`src/rtl/servo_io_pkg.sv`:
```
package servo_io_pkg;

  // ----------------------------------------------------------------
  // register offsets (byte addresses, one word each)
  // ----------------------------------------------------------------
  localparam logic [7:0] OFF_CTRL     = 8'h00;
  localparam logic [7:0] OFF_MAP_MON  = 8'h04;
  localparam logic [7:0] OFF_MAP_EXT  = 8'h08;
  localparam logic [7:0] OFF_POLARITY = 8'h0C;
  localparam logic [7:0] OFF_STATUS   = 8'h10;
  localparam logic [7:0] OFF_IRQ_STAT = 8'h14;
  localparam logic [7:0] OFF_IRQ_MASK = 8'h18;

  // ----------------------------------------------------------------
  // field layout
  // ----------------------------------------------------------------
  localparam int MON_COUNT   = 5;
  localparam int ROUTE_COUNT = 6;   // five monitor inputs and the servo enable
  localparam int CHAN_COUNT  = 8;
  localparam int CODE_W      = 4;   // 0 = unassigned, 1..8 = input channel
  localparam int EXT_ROUTE   = 5;   // route slot of the servo enable input
  localparam int CTRL_NET_SON   = 0;
  localparam int CTRL_SETUP_SON = 1;
  localparam int ST_EXT_EN   = 5;
  localparam int ST_SERVO_ON = 6;
  localparam int ST_READY    = 7;
  localparam int ST_FAULT    = 8;
  localparam int ST_BRAKE    = 9;
  localparam int EV_COUNT    = 8;
  localparam int EV_EXT      = 5;
  localparam int EV_RDY_LOST = 6;
  localparam int EV_ALARM    = 7;

  // ----------------------------------------------------------------
  // reset values
  // ----------------------------------------------------------------
  // monitor 1 -> ch4, 2 and 3 unassigned, 4 -> ch8, 5 -> ch1
  localparam logic [31:0] RST_MAP_MON  = 32'h0001_8004;
  localparam logic [31:0] RST_MAP_EXT  = 32'h0000_0000;
  localparam logic [31:0] RST_CTRL     = 32'h0000_0000;
  localparam logic [31:0] RST_POLARITY = 32'h0000_0000;
  localparam logic [31:0] RST_IRQ_MASK = 32'h0000_0000;

  // picks one input channel by its code; unassigned or illegal reads as off
  function automatic logic chanPick(input logic [CHAN_COUNT:1] chan, input logic [CODE_W-1:0] code);
    logic hit;
    hit = 1'b0;
    if ((code != 4'h0) && (code <= 4'h8))
    begin
      hit = chan[code];
    end
    return hit;
  endfunction

endpackage

```
`src/rtl/io_route_if.sv`:
```
`timescale 1ns/10ps
interface io_route_if;
  import servo_io_pkg::*;

  logic [CHAN_COUNT:1]              chan;
  logic [ROUTE_COUNT*CODE_W-1:0]    mapCodes;
  logic [ROUTE_COUNT-1:0]           routed;
  logic [ROUTE_COUNT-1:0]           assigned;

  modport router
  (
    input  chan,
    input  mapCodes,
    output routed,
    output assigned
  );

  modport owner
  (
    output chan,
    output mapCodes,
    input  routed,
    input  assigned
  );
endinterface

```
`src/rtl/input_router.sv`:
```
`timescale 1ns/10ps
module input_router
  import servo_io_pkg::*;
(
  // channel selection
  io_route_if.router rt
);

  // ----------------------------------------------------------------
  // one selector per logical input
  // ----------------------------------------------------------------
  genvar i;
  generate
    for (i = 0; i < ROUTE_COUNT; i++)
    begin : g_route
      wire [CODE_W-1:0] code = rt.mapCodes[i*CODE_W +: CODE_W];
      // any channel may feed any input; a zero code leaves it unassigned
      assign rt.routed[i]   = chanPick(rt.chan, code);
      assign rt.assigned[i] = (code != 4'h0) && (code <= 4'h8);
    end
  endgenerate

endmodule

```
`src/rtl/servo_drive_io.sv`:
```
// Local design decisions: the APB slave port and the address map.
`timescale 1ns/10ps
module servo_drive_io
  import servo_io_pkg::*;
(
  // clock and reset
  input  wire logic                 core_clk,
  input  wire logic                 rst_b,
  // apb slave
  input  wire logic                 psel,
  input  wire logic                 penable,
  input  wire logic                 pwrite,
  input  wire logic [7:0]           paddr,
  input  wire logic [31:0]          pwdata,
  output logic                      pready,
  output logic [31:0]               prdata,
  output logic                      pslverr,
  // field input channels
  input  wire logic [CHAN_COUNT:1]  inputChan,
  // drive state
  input  wire logic                 powerOk,
  input  wire logic                 alarmActive,
  input  wire logic                 netSyncOk,
  input  wire logic                 brakeReleaseReq,
  input  wire logic                 netServoOnCmd,
  // drive control and network response
  output logic                      servoOnCmd,
  output logic [MON_COUNT-1:0]      monitorResp,
  // discrete outputs
  output logic                      faultStatusOut,
  output logic                      driveReadyOut,
  output logic                      brakeReleaseOut,
  // interrupt
  output logic                      irq
);

  // ----------------------------------------------------------------
  // reset release
  // ----------------------------------------------------------------
  logic rstMeta_reg;
  logic rstSync_reg;
  wire  rstN = rstSync_reg;

  // release is synchronised so no flop leaves reset on a split edge
  always_ff @(posedge core_clk or negedge rst_b)
  begin
    if (!rst_b)
    begin
      rstMeta_reg <= 1'b0;
      rstSync_reg <= 1'b0;
    end
    else
    begin
      rstMeta_reg <= 1'b1;
      rstSync_reg <= rstMeta_reg;
    end
  end

  // ----------------------------------------------------------------
  // registers
  // ----------------------------------------------------------------
  logic [31:0]                ctrl_reg;
  logic [31:0]                mapMon_reg;
  logic [31:0]                mapExt_reg;
  logic [31:0]                polarity_reg;
  logic [EV_COUNT-1:0]        irqStat_reg;
  logic [EV_COUNT-1:0]        irqMask_reg;
  logic [ROUTE_COUNT-1:0]     routed_reg;
  logic                       ready_reg;
  logic                       alarm_reg;
  logic                       pready_reg;
  logic [31:0]                prdata_reg;
  logic                       pslverr_reg;
  logic                       servoOn_reg;
  logic                       fault_reg;
  logic                       brake_reg;
  logic                       irq_reg;
  logic [ROUTE_COUNT-1:0]     routed_next;
  logic [EV_COUNT-1:0]        irqStat_next;

  // ----------------------------------------------------------------
  // input routing
  // ----------------------------------------------------------------
  io_route_if routeBus ();

  // the servo enable shares the selector with the monitor inputs
  assign routeBus.chan     = inputChan;
  assign routeBus.mapCodes = {mapExt_reg[CODE_W-1:0], mapMon_reg[MON_COUNT*CODE_W-1:0]};

  input_router u_router
  (
    .rt (routeBus.router)
  );

  // polarity flips a contact to break-type; an unassigned servo enable reads as on
  wire [ROUTE_COUNT-1:0] polarised = routeBus.routed ^ polarity_reg[ROUTE_COUNT-1:0];
  wire                   extEnRaw  = routeBus.assigned[EXT_ROUTE] ? polarised[EXT_ROUTE] : 1'b1;
  wire [MON_COUNT-1:0]   monLevel  = polarised[MON_COUNT-1:0] & routeBus.assigned[MON_COUNT-1:0];

  assign routed_next = {extEnRaw, monLevel};

  always_ff @(posedge core_clk or negedge rstN)
  begin
    if (!rstN)
    begin
      // an unassigned servo enable idles on; resetting to that level keeps a false change event away
      routed_reg <= {1'b1, {MON_COUNT{1'b0}}};
    end
    else
    begin
      routed_reg <= routed_next;
    end
  end

  // ----------------------------------------------------------------
  // drive control logic
  // ----------------------------------------------------------------
  // monitor levels go to the response word, the status word and the change events, never into the terms below
  wire extEnable   = routed_reg[EXT_ROUTE];
  wire anyServoOn  = netServoOnCmd | ctrl_reg[CTRL_NET_SON] | ctrl_reg[CTRL_SETUP_SON];
  wire servoOnNext = extEnable & anyServoOn;
  wire readyNext   = powerOk & ~alarmActive & netSyncOk;

  // servo-on command is re-evaluated every edge, so a dropped enable stops it at once
  always_ff @(posedge core_clk or negedge rstN)
  begin
    if (!rstN)
    begin
      servoOn_reg <= 1'b0;
    end
    else
    begin
      servoOn_reg <= servoOnNext;
    end
  end

  // ready follows its terms each edge, so it never latches
  always_ff @(posedge core_clk or negedge rstN)
  begin
    if (!rstN)
    begin
      ready_reg <= 1'b0;
    end
    else
    begin
      ready_reg <= readyNext;
    end
  end

  // fault output is on in normal status; the alarm copy feeds the entry event
  always_ff @(posedge core_clk or negedge rstN)
  begin
    if (!rstN)
    begin
      fault_reg <= 1'b0;
      alarm_reg <= 1'b0;
    end
    else
    begin
      fault_reg <= ~alarmActive;
      alarm_reg <= alarmActive;
    end
  end

  // brake stays engaged in reset, the safe state for a held axis
  always_ff @(posedge core_clk or negedge rstN)
  begin
    if (!rstN)
    begin
      brake_reg <= 1'b0;
    end
    else
    begin
      brake_reg <= brakeReleaseReq;
    end
  end

  // ----------------------------------------------------------------
  // apb decode
  // ----------------------------------------------------------------
  wire setupPhase = psel & ~penable;
  wire writeDone  = psel & penable & pready_reg & pwrite;
  wire hitCtrl    = (paddr == OFF_CTRL);
  wire hitMapMon  = (paddr == OFF_MAP_MON);
  wire hitMapExt  = (paddr == OFF_MAP_EXT);
  wire hitPol     = (paddr == OFF_POLARITY);
  wire hitStatus  = (paddr == OFF_STATUS);
  wire hitIrqStat = (paddr == OFF_IRQ_STAT);
  wire hitIrqMask = (paddr == OFF_IRQ_MASK);
  wire mapped     = hitCtrl | hitMapMon | hitMapExt | hitPol | hitStatus | hitIrqStat | hitIrqMask;

  // status word reflects the block's own state
  wire [31:0] statusWord = {22'h00_0000, brake_reg, fault_reg, ready_reg, servoOn_reg, routed_reg};

  wire [31:0] readMux =
    hitCtrl    ? ctrl_reg :
    hitMapMon  ? mapMon_reg :
    hitMapExt  ? mapExt_reg :
    hitPol     ? polarity_reg :
    hitStatus  ? statusWord :
    hitIrqStat ? {24'h00_0000, irqStat_reg} :
    hitIrqMask ? {24'h00_0000, irqMask_reg} :
    32'h0000_0000;

  // answer is prepared in the setup cycle so the access phase ends at once
  always_ff @(posedge core_clk or negedge rstN)
  begin
    if (!rstN)
    begin
      pready_reg  <= 1'b0;
      prdata_reg  <= 32'h0000_0000;
      pslverr_reg <= 1'b0;
    end
    else
    begin
      pready_reg  <= setupPhase;
      prdata_reg  <= (setupPhase && !pwrite) ? readMux : 32'h0000_0000;
      pslverr_reg <= setupPhase & ~mapped;
    end
  end

  // ----------------------------------------------------------------
  // writable registers
  // ----------------------------------------------------------------
  // write strobes; unmapped writes hit none of them and are flagged through pslverr only
  wire wrCtrl    = writeDone & hitCtrl;
  wire wrMapMon  = writeDone & hitMapMon;
  wire wrMapExt  = writeDone & hitMapExt;
  wire wrPol     = writeDone & hitPol;
  wire wrIrqMask = writeDone & hitIrqMask;

  // only the two command bits exist; the rest read back as zero
  always_ff @(posedge core_clk or negedge rstN)
  begin
    if (!rstN)
    begin
      ctrl_reg <= RST_CTRL;
    end
    else if (wrCtrl)
    begin
      ctrl_reg <= {30'h0000_0000, pwdata[CTRL_SETUP_SON], pwdata[CTRL_NET_SON]};
    end
  end

  // monitor map; its reset value is the default channel assignment
  always_ff @(posedge core_clk or negedge rstN)
  begin
    if (!rstN)
    begin
      mapMon_reg <= RST_MAP_MON;
    end
    else if (wrMapMon)
    begin
      mapMon_reg <= {12'h000, pwdata[MON_COUNT*CODE_W-1:0]};
    end
  end

  // servo enable map starts at zero, so the input stays unassigned until software routes it
  always_ff @(posedge core_clk or negedge rstN)
  begin
    if (!rstN)
    begin
      mapExt_reg <= RST_MAP_EXT;
    end
    else if (wrMapExt)
    begin
      mapExt_reg <= {28'h000_0000, pwdata[CODE_W-1:0]};
    end
  end

  // contact polarity per routed input
  always_ff @(posedge core_clk or negedge rstN)
  begin
    if (!rstN)
    begin
      polarity_reg <= RST_POLARITY;
    end
    else if (wrPol)
    begin
      polarity_reg <= {26'h000_0000, pwdata[ROUTE_COUNT-1:0]};
    end
  end

  // interrupt mask, same layout as the status bits
  always_ff @(posedge core_clk or negedge rstN)
  begin
    if (!rstN)
    begin
      irqMask_reg <= RST_IRQ_MASK[EV_COUNT-1:0];
    end
    else if (wrIrqMask)
    begin
      irqMask_reg <= pwdata[EV_COUNT-1:0];
    end
  end

  // ----------------------------------------------------------------
  // events and interrupt
  // ----------------------------------------------------------------
  // changes compare the registered levels with the unregistered next levels from the router, so an event sets at the edge the level is taken
  wire [ROUTE_COUNT-1:0] inputChange = routed_reg ^ routed_next;
  wire                   readyLost   = ready_reg & ~readyNext;
  wire                   alarmRise   = alarmActive & ~alarm_reg;
  wire [EV_COUNT-1:0]    eventSet    = {alarmRise, readyLost, inputChange};
  wire [EV_COUNT-1:0]    clearMask   = (writeDone && hitIrqStat) ? pwdata[EV_COUNT-1:0] : 8'h00;

  // a new event in the clearing cycle survives the clear
  assign irqStat_next = (irqStat_reg & ~clearMask) | eventSet;

  always_ff @(posedge core_clk or negedge rstN)
  begin
    if (!rstN)
    begin
      irqStat_reg <= 8'h00;
    end
    else
    begin
      irqStat_reg <= irqStat_next;
    end
  end

  // taken from the next status, so irq rises at the same edge as its status bit
  always_ff @(posedge core_clk or negedge rstN)
  begin
    if (!rstN)
    begin
      irq_reg <= 1'b0;
    end
    else
    begin
      irq_reg <= |(irqStat_next & irqMask_reg);
    end
  end

  // ----------------------------------------------------------------
  // outputs
  // ----------------------------------------------------------------
  assign pready          = pready_reg;
  assign prdata          = prdata_reg;
  assign pslverr         = pslverr_reg;
  assign servoOnCmd      = servoOn_reg;
  assign monitorResp     = routed_reg[MON_COUNT-1:0];
  assign faultStatusOut  = fault_reg;
  assign driveReadyOut   = ready_reg;
  assign brakeReleaseOut = brake_reg;
  assign irq             = irq_reg;

endmodule

```
`config.mk`:
```
export PLATFORM = sky130hd
export DESIGN_NAME = servo_drive_io
export DESIGN_NICKNAME = d
export VERILOG_FILES = /design/src/rtl/servo_io_pkg.sv /design/src/rtl/io_route_if.sv /design/src/rtl/input_router.sv /design/src/rtl/servo_drive_io.sv
export SDC_FILE = /design/constraint.sdc
export NUM_CORES = 1
export LEC_CHECK = 0
export ABC_AREA = 0
export CAP_MARGIN = 40
export CORE_MARGIN = 4
export CORE_UTILIZATION = 50
export DETAILED_ROUTE_END_ITERATION = 8
export DONT_BUFFER_PORTS = 1
export PLACE_DENSITY = 0.68
export SLEW_MARGIN = 20
export SYNTH_ARGS = -nofsm -noshare
export SYNTH_HDL_FRONTEND = slang
export SYNTH_SLANG_ARGS = --single-unit
export TNS_END_PERCENT = 1
```
`constraint.sdc`:
```
create_clock -name core_clk -period 2.6 [get_ports core_clk]
set_input_delay 0.13 -clock core_clk [delete_from_list [all_inputs] [get_ports core_clk]]
set_output_delay 0.13 -clock core_clk [all_outputs]
set_load 0.01 [all_outputs]
```
==> impl_metrics.ini, run 1 <==
[status]
status = finished, final reports clean

[sta]
min_period_ns = 2.44
report.final.slew_viol_count = 0
rsz0062_at_grt = false
setup_viol = 0
fin_skew_ns = 0.00616
fmax_mhz = 410
period_share_pct = 93.8
hold_viol_final = 0
setup-tns-final_ns = 0

[cts]
cts.repair.resized = 0
cts_tree = built
clkTransAtPathRegs_ns = 0.09
cts_max_path_buffers = 2
cts.sinks = 84
cts_made_buffers = 9
clk_latency_ns = 0.37
root_buffer = clkbuf_8
cts_hold_buf = 35
postCtsSetupBuffers = 0
htree_levels = 3

[finish]
regArea_um2 = 2110
post-route-util_pct = 58.4
layout_commonest_cell = dfrtp_1
area_delta_synth_final_pct = 12.8
drive_above_1_share_pct = 20.3
antenna_cells = 0
fillers = 688
final_cell_mix = dfrtp_1, mux2_2, dlygate4sd3_1
final_nets = 471
fin_cells = 523
multi_input_area_um2 = 1950

[place]
dpl.hpwl_um = 7320
place_inst = 472
gp_congestion = 0.914
io_buffers = 0

[global_route]
busiest_layer = met2
use_met1_pct = 28.3
antenna_found_initial = 0
grt_max_degree = 83
use_met3_pct = 6.51
grt_pass1_wl_um = 16800
met2_usage_pct = 34.9
grt_pass1_vias = 3164
grt.overflow.total = 0
grt_use_total_pct = 21.9

[pwr]
p_leak_nw = 2.16
powerDensity_nw_per_um2 = 488
ir_drop_uv = 250

[critical_path]
rr_worst_depth = 7
crit_family = compound AO/OA/AOI/OAI gates
cp-start-kind = flop
slowest_stage = dfrtp_1
crit_fanout = 7
required_ns = 2.84
r2r_start = mapExt_reg[0]
r2r_slack_ns = 0.16
slowest_delay_ns = 0.50
crit_chain = mux2i_1, mux4_2, o311ai_1, a21oi_1, a211o_1, a22oi_1, nand4_1
critPathBufInv = 0
crit_type = reg2reg
cp_data_arrival_time_ns = 2.68
crit_path_end_kind = flop
regToRegEndpoint = irq

[drt]
vias = 3033
routed_wl_um = 10300
via_per_inst = 5.80
wl_per_cell_um = 19.7
drt-initial-drc-count = 174
drc = 0
drtAntennaViolNets = 0
first_pass_iters = 4

[synth]
synth_flop_cell = dfrtp_1
syn-cell-area_um2 = 4290
syn_avg_cell_area_um2 = 11.2
synth-warning-count = 0
synth-seq-cells = 84
synth_edf_count = 0
synthArstFlopShare_pct = 100
syn_inst = 382
yosysUniqueCellTypes = 47
synth_seq_area_share_pct = 49.1

[hold_path]
hold_end = prdata[4]
hold_depth = 3
min_path_type = in2reg
hp-start = paddr[4]

[floorplan]
rows = 33
num_io_pins = 102
die_area_um2 = 10100
die_x_um = 101
core-area_um2 = 8300
die_y_um = 101
start_util_pct = 51.7

[job]
maxCapViolations = 0
[logic make-up (layout without fill, tap and decap cells)]
family | Yosys count | count (layout) | synth area share (%)
AND/OR/NAND/NOR | 109 | 109 | 13.0
flip-flops | 84 | 84 | 49.1
multiplexers | 77 | 77 | 20.9
AO/OA/AOI/OAI | 54 | 54 | 8.36
buffers and inverters | 46 | 71 | 6.47
XOR/XNOR | 10 | 10 | 2.04
other | 2 | 13 | 0.175
[power breakdown]
part	switching, mW	internal (mW)
Sequential	0.0142	1.32
Clock	0.523	0.358
Combinational	0.0797	0.0714
[routing by layer]
layer  routed length (µm)  up-vias
met5                    0        -
met4                  295        0
met3                  771       25
met2                 5070      101
met1                 4180     1521
li1                     -     1386
[synthesized netlist by cell type, drive strengths merged, types with 8 or more instances]
cell,count,area (µm²)
a21oi,9,45.0
and2,10,62.6
inv,11,41.3
nand3,10,50.1
dfrtp,80,2000
mux2,40,450
nor2,19,71.3
mux2i,31,310
clkbuf,8,50.1
o21ai,15,75.1
buf,27,186
nand2,34,128
xor2,9,78.8
nor3,11,60.1
[metrics by stage]
stage	area [µm²]	power, mW	hold WS (ns)	worst slack (ns)
6_report	4850	2.37	0.0217	0.160
4_1_cts	4850	2.38	0.00171	0.184
3_5_place_dp	4310	1.46	-0.166	0.195
5_1_grt	4850	2.47	0.0140	0.0699
2_1_floorplan	4340	1.46	-0.166	0.0942
3_3_place_gp	4310	1.46	-0.166	0.275
[final cells by class]
cell class	count	share of cell area, %
repair buffers	44	8.88
multi-input cells	263	40.3
clock inverters	7	1.19
inverters	11	0.852
well taps	105	2.71
clock buffers	9	2.56
flip-flops and latches	84	43.6
[worst min-delay path: stages]
cell	delay, ns
mux2i_1	0.10
nand2_1	0.09
nor2_1	0.04
[how the worst max path moves through the flow]
stage / startpoint / to / slack [ns] / cells past startpoint
4_1_cts: mapExt_reg[0] / irq / 0.18 / 7
3_5_place_dp: mapExt_reg[0] / irq / 0.20 / 7
3_3_place_gp: mapExt_reg[0] / irq / 0.27 / 7
5_1_grt: mapExt_reg[0] / irq / 0.07 / 7
6_report: mapExt_reg[0] / irq / 0.16 / 7
2_1_floorplan: rstN / alarm_reg / 0.09 / 0
(Power assumes the default switching activity.)
==> run 2: changes to the inputs <==
--- a/config.mk
+++ b/config.mk
@@ -11,6 +11,7 @@
 export CORE_UTILIZATION = 50
 export DETAILED_ROUTE_END_ITERATION = 8
 export DONT_BUFFER_PORTS = 1
+export GPL_TIMING_DRIVEN = 0
 export PLACE_DENSITY = 0.68
 export SLEW_MARGIN = 20
 export SYNTH_ARGS = -nofsm -noshare
==> impl_metrics.ini, run 2 (synthesis gave the netlist of run 1 again) <==
[floorplan]
core-area_um2 = 8300
num_io_pins = 102
die_y_um = 101
rows = 33
start_util_pct = 51.7
die_x_um = 101
die_area_um2 = 10100

[sta]
worst_slack_ns = 0.128
fmax_mhz = 404
fin_skew_ns = 0.0113
slew_headroom_pct = 46.6
worst_slew_pin_slew_ns = 0.798
setup_viol = 0
rsz0062_at_grt = false
min_period_ns = 2.47
whs_ns = 0.0305
report.final.slew_viol_count = 0
setup-tns-final_ns = 0
period_share_pct = 95.1
hold_viol_final = 0

[finish]
layout_commonest_cell = dfrtp_1
drive_above_1_share_pct = 24.7
stdcell_area_um2 = 5020
area_delta_synth_final_pct = 17.0
final_nets = 494
antenna_cells = 0
final_cell_mix = dfrtp_1, mux2_2, nand2_1

[cts]
clk_latency_ns = 0.36
cts_max_path_buffers = 2
cts_tree = built
root_buffer = clkbuf_8
htree_levels = 3
clkTransAtPathRegs_ns = 0.09
cts.sinks = 84
cts_made_buffers = 9

[place]
placed_cell_area_um2 = 4500
gp_congestion = 0.874
io_buffers = 0
dp_slack_ns = 0.0613
dpl.hpwl_um = 7580

[drt]
drt-initial-drc-count = 288
first_pass_iters = 5
vias = 3137
routed_wl_um = 10400
drc = 0
wl_per_cell_um = 19.0
drtAntennaViolNets = 0
via_per_inst = 5.75

[pwr]
p_leak_nw = 2.28
ir_drop_uv = 280
powerDensity_nw_per_um2 = 489

[global_route]
grt_pass1_vias = 3105
grt_pass1_wl_um = 16500
grt_max_degree = 49
antenna_found_initial = 0
grt.overflow.total = 0
grt_use_total_pct = 21.3

[critical_path]
critPathBufInv = 1
crit_path_end_kind = flop
regToRegEndpoint = irq
r2r_slack_ns = 0.13
crit_fanout = 7
crit_cells = 8
required_ns = 2.83
crit_type = reg2reg
crit_chain = buf_6, mux2i_1, mux4_2, a221o_1, and3_1, a211o_1, a22oi_2, nand4_1
cp-startpoint = mapExt_reg[0]
slowest_delay_ns = 0.50
crit_family = compound AO/OA/AOI/OAI gates
cp_data_arrival_time_ns = 2.70
rr_worst_depth = 8
slowest_stage = mux4_2
r2r_start = mapExt_reg[0]
cp-start-kind = flop

[job]
maxCapViolations = 0

[status]
status = finished, final reports clean

[hold_path]
hold_depth = 2
hp-start = pwdata[1]
hold_end = mapMon_reg[1]
min_path_type = in2reg
-- run 2: cell types whose count changed in the layout (fill, tap and decap cells not counted), sizes merged --
cell | before | now
dlygate4sd3 | 35 | 31
buf | 9 | 28
clkinv | 1 | 3
clkbuf | 9 | 17
clkinvlp | 3 | 1
bufinv | 0 | 1
inv | 14 | 13
-- run 2: stage by stage --
stage                     power, mW  utilization (%)  std cells
after floorplan                1.46                -        393
after global routing           2.56             60.5        546
after CTS                      2.49             60.3        546
after detailed placement       1.50             54.2        499
after global placement         1.49             53.8        498
final                          2.46             60.5        546
-- run 2: report_power, final --
| group | total [mW] | internal, mW | switching (mW) | leakage (nW) |
|---|---|---|---|---|
| clock network | 0.945 | 0.449 | 0.496 | 0.100 |
| registers | 1.34 | 1.32 | 0.0231 | 1.10 |
| logic | 0.172 | 0.0823 | 0.0897 | 1.08 |
-- run 2: timing repair --
action / in CTS / in global routing
endpoints found under the hold margin: 55 / 0
buffers inserted: 0 / 0
hold buffers: 31 / 0
gates resized for setup: 0 / 3
setup endpoints to repair: 0 / 1
-- run 2: how the worst max path moves through the flow --
stage                endpoint  slack (ns)
finish                    irq        0.13
global route              irq        0.03
CTS                       irq        0.02
detailed placement        irq        0.06
global placement      pslverr       -0.78
floorplan           alarm_reg        0.09
-- run 2: metal layers --
| metal | vias up | share of wire (%) | GRT usage [%] |
|---|---|---|---|
| met4 | 0 | 2.2 | 6.94 |
| met5 | - | 0 | 0 |
| met1 | 1542 | 41 | 28.6 |
| met3 | 22 | 8.3 | 5.61 |
| li1 | 1427 | - | - |
| met2 | 146 | 48 | 33.7 |
-- run 2: area by class of cell --
type	count	area (µm²)
plain buffers	35	236
repair buffers	32	338
flip-flops and latches	84	2110
fillers	681	3280
well taps	105	131
clock inverters	7	73.8
inverters	11	41.3
clock buffers	9	124
multi-input cells	263	1970
==> run 3: changes to the inputs <==
--- a/config.mk
+++ b/config.mk
@@ -12,7 +12,7 @@
 export DETAILED_ROUTE_END_ITERATION = 8
 export DONT_BUFFER_PORTS = 1
 export GPL_TIMING_DRIVEN = 0
-export PLACE_DENSITY = 0.68
+export PLACE_DENSITY = 0.69
 export SLEW_MARGIN = 20
 export SYNTH_ARGS = -nofsm -noshare
 export SYNTH_HDL_FRONTEND = slang
==> impl_metrics.ini, run 3 (synthesis gave the netlist of run 1 again) <==
[status]
status = finished, final reports clean

[finish]
fin_cells = 546
final_cell_mix = dfrtp_1, mux2_2, nand2_1
area_delta_synth_final_pct = 17.5
final_nets = 494
fillers = 658
layout_commonest_cell = dfrtp_1
drive_above_1_share_pct = 24.5
multi_input_area_um2 = 1960
regArea_um2 = 2110
antenna_cells = 0

[drt]
routed_wl_um = 10600
drc = 0
via_per_inst = 5.72
drt-initial-drc-count = 195
first_pass_iters = 5
drtAntennaViolNets = 0
wl_per_cell_um = 19.4
vias = 3123

[sta]
fmax_mhz = 405
slew_headroom_pct = 51.1
hold_viol_final = 0
rsz0062_at_grt = false
fin_skew_ns = 0.00738
setup-tns-final_ns = 0
period_share_pct = 94.9
min_period_ns = 2.47
worst_slew_pin_slew_ns = 0.731
report.final.slew_viol_count = 0
setup_viol = 0

[floorplan]
core-area_um2 = 8300
num_io_pins = 102
die_x_um = 101
rows = 33
die_y_um = 101
die_area_um2 = 10100
start_util_pct = 51.7

[global_route]
use_met1_pct = 29.5
busiest_layer = met2
antenna_found_initial = 0
grt_pass1_wl_um = 16900
grt_pass1_vias = 3210
grt_use_total_pct = 21.9
use_met3_pct = 5.19
met2_usage_pct = 34.8
grt_max_degree = 43
grt.overflow.total = 0

[pwr]
ir_drop_uv = 241
finalPower_mw = 2.59
powerDensity_nw_per_um2 = 514
p_leak_nw = 2.30

[critical_path]
r2r_slack_ns = 0.13
regToRegEndpoint = irq
crit_family = compound AO/OA/AOI/OAI gates
r2r_start = mapExt_reg[0]
crit_type = reg2reg
cp_data_arrival_time_ns = 2.69
slowest_stage = mux4_2
rr_worst_depth = 8
cp-start-kind = flop
crit_chain = buf_6, mux2i_1, mux4_2, a221o_1, and3_1, a211o_1, a22oi_2, nand4_1
critPathBufInv = 1
crit_cells = 8
required_ns = 2.82
crit_path_end_kind = flop
crit_fanout = 7
slowest_delay_ns = 0.50

[cts]
postCtsSetupBuffers = 0
cts_tree = built
root_buffer = clkbuf_8
cts.sinks = 84
cts_made_buffers = 9
clkTransAtPathRegs_ns = 0.08
cts_max_path_buffers = 2
clk_latency_ns = 0.36
htree_levels = 3

[hold_path]
hold_end = mapExt_reg[1]
min_path_type = in2reg
hp-start = pwdata[1]
hold_depth = 2

[place]
gp_congestion = 0.917
dpl.hpwl_um = 7610
place_inst = 499
io_buffers = 0

[job]
maxCapViolations = 0
-- run 3: cell types whose count changed in the layout (fill, tap and decap cells not counted), sizes merged --
cell / before / now
clkbuf: 17 / 19
bufinv: 1 / 2
clkinv: 3 / 2
clkinvlp: 1 / 0
inv: 13 / 12
-- run 3: where the power goes --
part | switching, mW | internal (mW) | total, mW
clock | 0.483 | 0.597 | 1.08
combinational | 0.0877 | 0.0811 | 0.169
sequential | 0.0251 | 1.32 | 1.34
-- run 3: how the worst max path moves through the flow --
| stage | from | to |
|---|---|---|
| 2_1_floorplan | rstN | alarm_reg |
| 3_3_place_gp | rstN | pslverr |
| 3_5_place_dp | mapExt_reg[0] | irq |
| 4_1_cts | mapExt_reg[0] | irq |
| 5_1_grt | mapExt_reg[0] | irq |
| 6_report | mapExt_reg[0] | irq |
-- run 3: metal layers --
| layer | share of wire (%) | routed length [µm] |
|---|---|---|
| met1 | 43 | 4490 |
| met2 | 49 | 5150 |
| met3 | 6.9 | 727 |
| met4 | 1.9 | 197 |
| met5 | 0 | 0 |
-- run 3: cell type report --
cell class,count,area share [%]
Sequential cell,84,41.8
Multi-Input combinational cell,263,38.9
Timing Repair Buffer,32,6.54
Buffer,35,4.69
Clock buffer,11,3.00
Tap cell,105,2.60
Clock inverter,5,1.64
Inverter,11,0.818
-- run 3: repair_timing --
item                                   CTS  global route
hold buffers                            31             0
endpoints found under the hold margin   55             0
gates resized for setup                  1             1
setup endpoints to repair                1             1
-- run 3: metrics by stage --
step | util (%) | cell area (µm²) | worst slack, ns | hold slack, ns
2_1_floorplan | - | 4340 | 0.0942 | -0.166
3_3_place_gp | 53.8 | 4470 | -0.812 | -0.166
3_5_place_dp | 54.1 | 4490 | -0.0985 | -0.166
4_1_cts | 60.8 | 5040 | 0.0130 | 0.0320
5_1_grt | 60.8 | 5050 | 0.00313 | 0.0379
6_report | 60.8 | 5050 | 0.133 | 0.0371
-- run 3: worst register-to-register path, stage by stage, from the launching register on --
cell	delay, ns
dfrtp_1	0.38
buf_6	0.14
mux2i_1	0.11
mux4_2	0.50
a221o_1	0.38
and3_1	0.19
a211o_1	0.26
a22oi_2	0.26
nand4_1	0.13
